File: src/pkg/mrb_pkg.sv
// Purpose: Shared constants and types for the mode-register bank link.
// Assumes: One clock, 20 MHz; 8-bit register address and data.
// Notes: Offsets are the printed register addresses.
package mrb_pkg;
  localparam int unsigned MRB_AW = 8;
  localparam int unsigned MRB_DW = 8;
  // Register addresses
  localparam logic [7:0] MRB_A_DEVICE_INFO = 8'h00;
  localparam logic [7:0] MRB_A_FEATURE_CTRL_1 = 8'h01;
  localparam logic [7:0] MRB_A_FEATURE_CTRL_2 = 8'h02;
  localparam logic [7:0] MRB_A_IO_CONFIG_1 = 8'h03;
  localparam logic [7:0] MRB_A_REFRESH_RATE_STATUS = 8'h04;
  localparam logic [7:0] MRB_A_MAKER_CODE = 8'h05;
  localparam logic [7:0] MRB_A_REVISION_CODE_1 = 8'h06;
  localparam logic [7:0] MRB_A_REVISION_CODE_2 = 8'h07;
  localparam logic [7:0] MRB_A_ORGANIZATION_INFO = 8'h08;
  localparam logic [7:0] MRB_A_TEST_MODE_CTRL = 8'h09;
  localparam logic [7:0] MRB_A_IO_CALIBRATION_CMD = 8'h0A;
  localparam logic [7:0] MRB_A_BANK_REFRESH_MASK = 8'h10;
  localparam logic [7:0] MRB_A_RESERVED_SEVENTEEN = 8'h11;
  localparam logic [7:0] MRB_A_DQ_PATTERN_A = 8'h20;
  localparam logic [7:0] MRB_A_DQ_PATTERN_B = 8'h28;
  localparam logic [7:0] MRB_A_SOFT_RESET_CMD = 8'h3F;
  // Vendor ranges
  localparam logic [7:0] MRB_VEND0_LO = 8'h80;
  localparam logic [7:0] MRB_VEND0_HI = 8'hBE;
  localparam logic [7:0] MRB_VEND1_LO = 8'hC0;
  localparam logic [7:0] MRB_VEND1_HI = 8'hFE;
  // Device info fields
  localparam int unsigned MRB_BIT_AUTO_INIT = 0;
  localparam int unsigned MRB_BIT_DEV_TYPE = 1;
  localparam int unsigned MRB_BIT_DNV = 2;
  localparam int unsigned MRB_ZQ_LSB = 3;
  localparam logic [7:0] MRB_INFO_USED = 8'h1F;
  // Self-test codes
  localparam logic [1:0] MRB_ZQ_NOT_RUN = 2'h0;
  localparam logic [1:0] MRB_ZQ_TO_SUPPLY = 2'h1;
  localparam logic [1:0] MRB_ZQ_TO_GND = 2'h2;
  localparam logic [1:0] MRB_ZQ_PASS = 2'h3;
  // Calibration command code written to the calibration register
  localparam logic [7:0] MRB_CAL_INIT = 8'hFF;
  localparam logic [7:0] MRB_ZERO8 = 8'h00;
  // Timing
  localparam int unsigned MRB_CLK_MHZ = 20;
  localparam int unsigned MRB_T_AUTO_INIT_US = 10;
  localparam int unsigned MRB_AUTO_INIT_CYC = MRB_T_AUTO_INIT_US * MRB_CLK_MHZ;
  localparam int unsigned MRB_T_ZQINIT_US = 1;
  localparam int unsigned MRB_ZQINIT_CYC = MRB_T_ZQINIT_US * MRB_CLK_MHZ;
  localparam int unsigned MRB_CW = 16;
  // Access class
  typedef enum logic [1:0] {
    MRB_ACC_NONE = 2'b00,
    MRB_ACC_RO = 2'b01,
    MRB_ACC_WO = 2'b10,
    MRB_ACC_RW = 2'b11
  } mrb_acc_t;
  // Pad condition seen by self-test
  typedef enum logic [1:0] {
    MRB_PAD_OK = 2'b00,
    MRB_PAD_SUPPLY = 2'b01,
    MRB_PAD_GND = 2'b10
  } mrb_pad_t;
endpackage : mrb_pkg
File: src/pkg/mrb_if.sv
// Purpose: Command link between controller and mode-register bank.
// Assumes: One clock; controller drives command, device drives answer.
// Notes: Read answer is a pulse with a strobe toggle.
`timescale 1ns/1ps
interface mrb_if;
  logic cmd_vld;
  logic cmd_wr;
  logic [7:0] cmd_addr;
  logic [7:0] cmd_wdata;
  logic rd_vld;
  logic [7:0] rd_data;
  logic rd_strobe;
  modport ctrl (output cmd_vld, cmd_wr, cmd_addr, cmd_wdata,
    input rd_vld, rd_data, rd_strobe);
  modport dev (input cmd_vld, cmd_wr, cmd_addr, cmd_wdata,
    output rd_vld, rd_data, rd_strobe);
endinterface : mrb_if

File: src/core/mrb_dev_end.sv
// Purpose: Device end: mode-register bank with info and self-test state.
// Assumes: Commands arrive from controller logic on the same clock.
// Notes: Answers every read one cycle after the command.
`timescale 1ns/1ps
module mrb_dev_end
  import mrb_pkg::*;
#(
  parameter int unsigned AUTO_INIT_CYC = MRB_AUTO_INIT_CYC,
  parameter int unsigned ZQINIT_CYC = MRB_ZQINIT_CYC,
  parameter logic [7:0] MAKER_CODE = 8'h5A, // arbitrary value
  parameter logic [7:0] REV_CODE_1 = 8'h01, // arbitrary value
  parameter logic [7:0] REV_CODE_2 = 8'h02, // arbitrary value
  parameter logic [7:0] ORG_INFO = 8'h00,
  parameter logic [7:0] REFRESH_STAT = 8'h03,
  parameter logic [7:0] DQ_PAT_A = 8'h00,
  parameter logic [7:0] DQ_PAT_B = 8'h00,
  parameter logic [7:0] UNDEF_DATA = 8'h00
) (
  // Clock and reset
  input wire logic i_mclk,
  input wire logic i_srst,
  // Pad condition from analog side
  input wire mrb_pkg::mrb_pad_t i_pad_state,
  // Link
  mrb_if.dev lnk,
  // Configuration and status outputs
  output logic [7:0] o_feature_1,
  output logic [7:0] o_feature_2,
  output logic [7:0] o_io_config,
  output logic [7:0] o_test_mode,
  output logic [7:0] o_bank_mask,
  output logic o_factory_trim,
  output logic o_cal_busy
);
  import mrb_pkg::*;

  // Access class of each address
  function automatic mrb_acc_t acc_of(input logic [7:0] a);
    unique case (a)
      MRB_A_DEVICE_INFO, MRB_A_REFRESH_RATE_STATUS, MRB_A_MAKER_CODE,
      MRB_A_REVISION_CODE_1, MRB_A_REVISION_CODE_2,
      MRB_A_ORGANIZATION_INFO, MRB_A_DQ_PATTERN_A,
      MRB_A_DQ_PATTERN_B: return MRB_ACC_RO;
      MRB_A_FEATURE_CTRL_1, MRB_A_FEATURE_CTRL_2, MRB_A_IO_CONFIG_1,
      MRB_A_TEST_MODE_CTRL, MRB_A_IO_CALIBRATION_CMD,
      MRB_A_BANK_REFRESH_MASK, MRB_A_SOFT_RESET_CMD: return MRB_ACC_WO;
      default: return MRB_ACC_NONE;
    endcase
  endfunction : acc_of

  // Pad state clocked in twice
  logic [1:0] pad_s1_ff, pad_s2_ff;
  logic [7:0] f1_ff, nxt_f1, f2_ff, nxt_f2, io_ff, nxt_io;
  logic [7:0] tm_ff, nxt_tm, bm_ff, nxt_bm;
  logic init_ff, nxt_init;
  logic [1:0] zq_ff, nxt_zq;
  logic trim_ff, nxt_trim;
  logic rv_ff, nxt_rv;
  logic [7:0] rd_ff, nxt_rd;
  logic stb_ff, nxt_stb;
  logic ld_init, ld_cal;
  logic init_busy, init_done, cal_busy, cal_done;
  logic wr_hit, rd_hit;
  mrb_acc_t acc;
  logic [7:0] info;

  assign acc = acc_of(lnk.cmd_addr);
  assign wr_hit = lnk.cmd_vld && lnk.cmd_wr && acc[1];
  assign rd_hit = lnk.cmd_vld && !lnk.cmd_wr;
  assign ld_init = wr_hit && lnk.cmd_addr == MRB_A_SOFT_RESET_CMD;
  // Faulty pad blocks further calibration
  assign ld_cal = wr_hit && lnk.cmd_addr == MRB_A_IO_CALIBRATION_CMD &&
    lnk.cmd_wdata == MRB_CAL_INIT && !cal_busy && !trim_ff;

  // Auto-init timer
  mrb_timer #(.CW(MRB_CW)) u_init_tmr (
    .i_mclk(i_mclk),
    .i_srst(i_srst),
    .i_load(ld_init),
    .i_count(MRB_CW'(AUTO_INIT_CYC)),
    .o_busy(init_busy),
    .o_done(init_done)
  );

  // Calibration timer
  mrb_timer #(.CW(MRB_CW)) u_cal_tmr (
    .i_mclk(i_mclk),
    .i_srst(i_srst),
    .i_load(ld_cal),
    .i_count(MRB_CW'(ZQINIT_CYC)),
    .o_busy(cal_busy),
    .o_done(cal_done)
  );

  // Device info word, unused bits zero
  always_comb
  begin
    info = MRB_ZERO8;
    info[MRB_BIT_AUTO_INIT] = init_ff;
    info[MRB_ZQ_LSB +: 2] = zq_ff;
  end

  // Register, status and read answer next values
  always_comb
  begin
    nxt_f1 = f1_ff;
    nxt_f2 = f2_ff;
    nxt_io = io_ff;
    nxt_tm = tm_ff;
    nxt_bm = bm_ff;
    nxt_init = init_ff;
    nxt_zq = zq_ff;
    nxt_rv = 1'b0;
    nxt_rd = rd_ff;
    nxt_stb = stb_ff;
    if (wr_hit)
    begin
      unique case (lnk.cmd_addr)
        MRB_A_FEATURE_CTRL_1: nxt_f1 = lnk.cmd_wdata;
        MRB_A_FEATURE_CTRL_2: nxt_f2 = lnk.cmd_wdata;
        MRB_A_IO_CONFIG_1: nxt_io = lnk.cmd_wdata;
        MRB_A_TEST_MODE_CTRL: nxt_tm = lnk.cmd_wdata;
        MRB_A_BANK_REFRESH_MASK: nxt_bm = lnk.cmd_wdata;
        default: nxt_f1 = f1_ff;
      endcase
    end
    if (ld_init)
      nxt_init = 1'b1;
    else if (init_done)
      nxt_init = 1'b0;
    if (cal_done)
    begin
      unique case (pad_s2_ff)
        MRB_PAD_SUPPLY: nxt_zq = MRB_ZQ_TO_SUPPLY;
        MRB_PAD_GND: nxt_zq = MRB_ZQ_TO_GND;
        default: nxt_zq = MRB_ZQ_PASS;
      endcase
    end
    // Factory trim follows a faulty pad result
    nxt_trim = nxt_zq == MRB_ZQ_TO_SUPPLY ||
      nxt_zq == MRB_ZQ_TO_GND;
    if (rd_hit)
    begin
      nxt_rv = 1'b1;
      nxt_stb = !stb_ff;
      unique case (lnk.cmd_addr)
        MRB_A_DEVICE_INFO: nxt_rd = info & MRB_INFO_USED;
        MRB_A_REFRESH_RATE_STATUS: nxt_rd = REFRESH_STAT;
        MRB_A_MAKER_CODE: nxt_rd = MAKER_CODE;
        MRB_A_REVISION_CODE_1: nxt_rd = REV_CODE_1;
        MRB_A_REVISION_CODE_2: nxt_rd = REV_CODE_2;
        MRB_A_ORGANIZATION_INFO: nxt_rd = ORG_INFO;
        MRB_A_DQ_PATTERN_A: nxt_rd = DQ_PAT_A;
        MRB_A_DQ_PATTERN_B: nxt_rd = DQ_PAT_B;
        default: nxt_rd = UNDEF_DATA;
      endcase
    end
  end

  // Registers
  always_ff @(posedge i_mclk)
  begin
    pad_s1_ff <= i_pad_state;
    pad_s2_ff <= pad_s1_ff;
    if (i_srst)
    begin
      f1_ff <= MRB_ZERO8;
      f2_ff <= MRB_ZERO8;
      io_ff <= MRB_ZERO8;
      tm_ff <= MRB_ZERO8;
      bm_ff <= MRB_ZERO8;
      init_ff <= 1'b0;
      zq_ff <= MRB_ZQ_NOT_RUN;
      trim_ff <= 1'b0;
      rv_ff <= 1'b0;
      rd_ff <= MRB_ZERO8;
      stb_ff <= 1'b0;
    end
    else
    begin
      f1_ff <= nxt_f1;
      f2_ff <= nxt_f2;
      io_ff <= nxt_io;
      tm_ff <= nxt_tm;
      bm_ff <= nxt_bm;
      init_ff <= nxt_init;
      zq_ff <= nxt_zq;
      trim_ff <= nxt_trim;
      rv_ff <= nxt_rv;
      rd_ff <= nxt_rd;
      stb_ff <= nxt_stb;
    end
  end

  // Outputs
  assign lnk.rd_vld = rv_ff;
  assign lnk.rd_data = rd_ff;
  assign lnk.rd_strobe = stb_ff;
  assign o_feature_1 = f1_ff;
  assign o_feature_2 = f2_ff;
  assign o_io_config = io_ff;
  assign o_test_mode = tm_ff;
  assign o_bank_mask = bm_ff;
  assign o_factory_trim = trim_ff;
  assign o_cal_busy = cal_busy;
endmodule : mrb_dev_end

File: src/core/mrb_timer.sv
// Purpose: Down counter that flags the end of a timed operation.
// Assumes: Load and count on the same clock.
// Notes: o_done pulses one cycle when the count expires.
`timescale 1ns/1ps
module mrb_timer #(
  parameter int unsigned CW = 16
) (
  // Clock and reset
  input wire logic i_mclk,
  input wire logic i_srst,
  // Control
  input wire logic i_load,
  input wire logic [CW-1:0] i_count,
  // Status
  output logic o_busy,
  output logic o_done
);
  logic [CW-1:0] cnt_ff, nxt_cnt;
  logic busy_ff, nxt_busy;
  logic done_ff, nxt_done;

  // Next count
  always_comb
  begin
    nxt_cnt = cnt_ff;
    nxt_busy = busy_ff;
    nxt_done = 1'b0;
    if (i_load)
    begin
      nxt_cnt = i_count;
      nxt_busy = 1'b1;
    end
    else if (busy_ff)
    begin
      if (cnt_ff <= CW'(1))
      begin
        nxt_busy = 1'b0;
        nxt_done = 1'b1;
      end
      nxt_cnt = cnt_ff - CW'(1);
    end
  end

  // Registers
  always_ff @(posedge i_mclk)
  begin
    if (i_srst)
    begin
      cnt_ff <= '0;
      busy_ff <= 1'b0;
      done_ff <= 1'b0;
    end
    else
    begin
      cnt_ff <= nxt_cnt;
      busy_ff <= nxt_busy;
      done_ff <= nxt_done;
    end
  end

  assign o_busy = busy_ff;
  assign o_done = done_ff;
endmodule : mrb_timer

File: src/flat_wrapper.sv
// flat-port wrapper written by rule: the top's interface ports become plain ports
module mrb_dev_end_flat import mrb_pkg::*;
#(
  parameter int unsigned AUTO_INIT_CYC = MRB_AUTO_INIT_CYC,
  parameter int unsigned ZQINIT_CYC = MRB_ZQINIT_CYC,
  parameter logic [7:0] MAKER_CODE = 8'h5A,                   
  parameter logic [7:0] REV_CODE_1 = 8'h01,                   
  parameter logic [7:0] REV_CODE_2 = 8'h02,                   
  parameter logic [7:0] ORG_INFO = 8'h00,
  parameter logic [7:0] REFRESH_STAT = 8'h03,
  parameter logic [7:0] DQ_PAT_A = 8'h00,
  parameter logic [7:0] DQ_PAT_B = 8'h00,
  parameter logic [7:0] UNDEF_DATA = 8'h00
)
  (i_mclk, i_srst, i_pad_state, o_feature_1, o_feature_2, o_io_config, o_test_mode, o_bank_mask, o_factory_trim, o_cal_busy, lnk_cmd_vld, lnk_cmd_wr, lnk_cmd_addr, lnk_cmd_wdata, lnk_rd_vld, lnk_rd_data, lnk_rd_strobe);
  mrb_if lnk_i ();
  input wire logic i_mclk;
  input wire logic i_srst;
  input wire mrb_pkg::mrb_pad_t i_pad_state;
  output logic [7:0] o_feature_1;
  output logic [7:0] o_feature_2;
  output logic [7:0] o_io_config;
  output logic [7:0] o_test_mode;
  output logic [7:0] o_bank_mask;
  output logic o_factory_trim;
  output logic o_cal_busy;
  input wire logic [$bits(lnk_i.cmd_vld)-1:0] lnk_cmd_vld;
  input wire logic [$bits(lnk_i.cmd_wr)-1:0] lnk_cmd_wr;
  input wire logic [$bits(lnk_i.cmd_addr)-1:0] lnk_cmd_addr;
  input wire logic [$bits(lnk_i.cmd_wdata)-1:0] lnk_cmd_wdata;
  output wire logic [$bits(lnk_i.rd_vld)-1:0] lnk_rd_vld;
  output wire logic [$bits(lnk_i.rd_data)-1:0] lnk_rd_data;
  output wire logic [$bits(lnk_i.rd_strobe)-1:0] lnk_rd_strobe;
  assign lnk_i.cmd_vld = lnk_cmd_vld;
  assign lnk_i.cmd_wr = lnk_cmd_wr;
  assign lnk_i.cmd_addr = lnk_cmd_addr;
  assign lnk_i.cmd_wdata = lnk_cmd_wdata;
  assign lnk_rd_vld = lnk_i.rd_vld;
  assign lnk_rd_data = lnk_i.rd_data;
  assign lnk_rd_strobe = lnk_i.rd_strobe;
  mrb_dev_end #(.AUTO_INIT_CYC(AUTO_INIT_CYC), .ZQINIT_CYC(ZQINIT_CYC), .MAKER_CODE(MAKER_CODE), .REV_CODE_1(REV_CODE_1), .REV_CODE_2(REV_CODE_2), .ORG_INFO(ORG_INFO), .REFRESH_STAT(REFRESH_STAT), .DQ_PAT_A(DQ_PAT_A), .DQ_PAT_B(DQ_PAT_B), .UNDEF_DATA(UNDEF_DATA)) u_core (.i_mclk(i_mclk), .i_srst(i_srst), .i_pad_state(i_pad_state), .lnk(lnk_i), .o_feature_1(o_feature_1), .o_feature_2(o_feature_2), .o_io_config(o_io_config), .o_test_mode(o_test_mode), .o_bank_mask(o_bank_mask), .o_factory_trim(o_factory_trim), .o_cal_busy(o_cal_busy));
endmodule
File: config.mk
export PLATFORM = sky130hd
export DESIGN_NAME = mrb_dev_end_flat
export DESIGN_NICKNAME = d
export VERILOG_FILES = /design/src/pkg/mrb_pkg.sv /design/src/pkg/mrb_if.sv /design/src/core/mrb_dev_end.sv /design/src/core/mrb_timer.sv /design/src/flat_wrapper.sv
export SDC_FILE = /design/constraint.sdc
export NUM_CORES = 1
export LEC_CHECK = 0
export CAP_MARGIN = 15
export CORE_UTILIZATION = 40
export CTS_CLUSTER_DIAMETER = 120
export DETAILED_ROUTE_END_ITERATION = 7
export DONT_BUFFER_PORTS = 1
export HOLD_SLACK_MARGIN = 0.15
export SLEW_MARGIN = 10
export SYNTH_ARGS = -nofsm -noshare
export SYNTH_HDL_FRONTEND = slang
export SYNTH_SLANG_ARGS = --single-unit
File: constraint.sdc
create_clock -name i_mclk -period 3.6 [get_ports i_mclk]
set_input_delay 0.9 -clock i_mclk [delete_from_list [all_inputs] [get_ports i_mclk]]
set_output_delay 0.9 -clock i_mclk [all_outputs]
set_load 0.01 [all_outputs]
==> impl_metrics.tcl <==
set metrics [dict create \
    status "completed" \
    buf_inv_stages_crit_path 1 \
    min-delay-start "u_core.pad_s1_ff[0]" \
    initial_utilization_pct 41.3 \
    synth_largest_type_area_fraction_pct 47.7 \
    port_buffers 0 \
    synthesis.area_um2 3820 \
    clock_tree.root_cell "clkbuf_8" \
    maxSlewHeadroom_pct 57.6 \
    cts_tree "built" \
    synth.top_cells.by_area "dfxtp_1 48%, mux2i_1 10%, nor2_1 7.7%, xor2_1 3.9%, ha_1 3.0%" \
    final-setup-viol-count 0 \
    cts_hold_buffers 0 \
    final_core_utilization_pct 44.3 \
    r2r_start "u_core.u_cal_tmr.o_busy" \
    hold_path_class "flop to flop" \
    first_global_vias 2557 \
    placed_cell_area_um2 3900 \
    end_kind "flop" \
    core-area_um2 9240 \
    antenna_cells 0 \
    cts_setup_buffers 0 \
    drt-total-wl_mm 7.57 \
    synth_cells 389 \
    cp_data_required_time_ns 3.85 \
    post_cts_resized 0 \
    synth_cell_type_count 53 \
    syn_to_final_growth_pct 7.25 \
    cts-root-to-sink-buffers 2 \
    synth.largest_area_cell "dfxtp_1" \
    finalMaxSlewViolations 0 \
    worst_path_largest_cell_delay_ns 0.55 \
    number_of_logic_stages_on_the_critical_path_including_buffering 6 \
    postLayoutCellArea_um2 4090 \
    critical_path_startpoint_category "input pin" \
    static-leakage-power_nw 1.79 \
    vdd.ir_drop.worst_uv 234 \
    drt-initial-drc-count 95 \
    max_freq_mhz 470 \
    layout_setup_ws_ns 1.47 \
    clock_sinks 91 \
    gr-usage-all-layers_pct 16.5 \
    placementRows 35 \
    grt_start_max_net_pins 61 \
    final_layout_size_suffix_gt1_share_pct 9.21 \
    wire_length_of_the_first_global_routing_pass_mm 12.8 \
    holdPathStages 0 \
    post-route-drc-count 0 \
    placement.setup.worst_slack_ns 1.08 \
    whs_ns 0.336 \
    ys_seq_elements 91 \
    routedWlPerCell_um 14.6 \
    yosysWarnings 0 \
    route.vias.total 2639 \
    crit_slowest_cell "nand4_1" \
    final_antenna_net_count 0 \
    global_route.overflow_total 0 \
    nets 417 \
    fp.dieW_um 99.7 \
    drt_first_pass_iters 4 \
    tightestPinTransition_ns 0.635 \
    synthesis.area_per_instance_um2 9.81 \
    setup_total_negative_slack_ns 0 \
    crit_path_cell_trace "inv_1 -> ha_1 -> nor2b_1 -> nand4_1 -> mux2i_1 -> nor2_1" \
    io-pin-count 74 \
    chipHeight_um 99.7 \
    power.total_mw 1.73 \
    worst_clock_skew_ns 0.0109 \
    ys_seq_area_share_pct 47.7 \
    initial_antenna_violation_count 0 \
    final_gp_congestion 0.815 \
    critPathArrivalTime_ns 2.38 \
    criticalPathCategory "input pin to flop" \
    cts.reportedPaths.clkPinSlew_ns 0.10 \
    r2r_cells 4 \
    tritoncts.num_buffers 9 \
    placed_cells 504 \
    hpwl_mm 5.38 \
    floorplan.die_area_um2 9940 \
    final_hold_viol_count 0 \
    timing.critical_path.from "lnk_cmd_addr[1]" \
    clkLatencyLatePin_ns 0.36 \
    grt_setup_unrepaired "no" \
    instances_no_fill 520 \
    finalCritPeriodShare_pct 59.1 \
    p_per_area_nw_per_um2 422 \
    path_max_fanout 8 \
    min_clock_period_post_route_ns 2.13 \
    critical_path.top_delay_family "simple AND/OR/NAND/NOR gates" \
    htree_levels 3 \
    avgViaCountPerCell 5.08 \
    drv_cap 0 \
]
[cell families after synthesis]
group	share of synthesized area, %
adder cells (fa/ha/maj)	2.95
buffers and inverters	3.41
AND/OR/NAND/NOR	23.5
other	0.0983
flip-flops	47.7
multiplexers	10.5
AO/OA/AOI/OAI	6.07
XOR/XNOR	5.74
[power by group]
group	switching [mW]	total, mW	internal [mW]
clock network	0.405	0.678	0.273
registers	0.00408	1.01	1.01
logic	0.0204	0.0328	0.0124
[flip-flops by register name (all words and copies together) (netlist names)]
name / count
u_core.u_cal_tmr.cnt_ff: 16
u_core.u_init_tmr.cnt_ff: 16
u_core.o_bank_mask: 8
u_core.o_feature_1: 8
u_core.o_feature_2: 8
u_core.o_io_config: 8
u_core.o_test_mode: 8
u_core.lnk.rd_data: 5
u_core.pad_s1_ff: 2
u_core.pad_s2_ff: 2
u_core.zq_ff: 2
u_core.init_ff: 1
u_core.lnk.rd_strobe: 1
u_core.lnk.rd_vld: 1
u_core.o_factory_trim: 1
u_core.u_cal_tmr.o_busy: 1
u_core.u_cal_tmr.o_done: 1
u_core.u_init_tmr.o_busy: 1
u_core.u_init_tmr.o_done: 1
[layout make-up]
type,count,area [µm²]
clock buffers,9,124
clock inverters,7,68.8
fillers,895,5150
inverters,10,37.5
multi-input cells,273,1870
flip-flops and latches,91,1820
well taps,129,161
repair buffers,1,7.51
[synth_stat cells, drive strengths merged]
master and number:
a31oi 2, nand2 19, nor4 4, dfxtp 91, a311oi 2, or3 3
xor2 17, o2111ai 1, o31ai 1, o21ai 6, or4b 1, buf 8
and4 2, o22ai 1, inv 10, a32oi 1, a21o 1, nor3 9
or2 1, and4bb 2, a21boi 1, nor2 78, xnor2 8, a21oi 16
clkbuf 9, conb 1, ha 9, or4 2, nand4 17, nand3b 2
and2 1, a211oi 3, and3b 3, nor2b 3, nand4b 4, nor4b 3
nand2b 2, mux2i 40, nand3 5
[layout by cell type, fill, tap and decap left out, types with 4 or more instances in the layout]
cell       n
nand2_1   19
o21ai_0    5
nand4_1   13
xnor2_1    8
xor2_1    17
nand3_1    5
dfxtp_1   91
mux2i_1   40
clkbuf_8   9
nand4_2    4
ha_1       9
nor3_1     7
nor2_1    78
inv_1     10
a21oi_1   13
[metal layers]
layer	vias up	track usage (%)	part of all wire, %	wire length, µm
met2	57	28.1	49	3680
met1	1243	19.4	44	3350
met3	5	6.18	6.2	472
met4	0	4.75	0.85	64
met5	-	0	0	0
li1	1334	-	-	-
[path summary, 6_finish.rpt]
check | slack, ns | endpoint
setup reg to reg | 1.77 | u_core.u_cal_tmr.cnt_ff[1]
hold / removal | 0.34 | u_core.pad_s2_ff[0]
setup / recovery | 1.47 | u_core.o_bank_mask[2]
hold reg to reg | 0.34 | u_core.pad_s2_ff[0]
No activity file was read; power rests on OpenSTA's default activity.
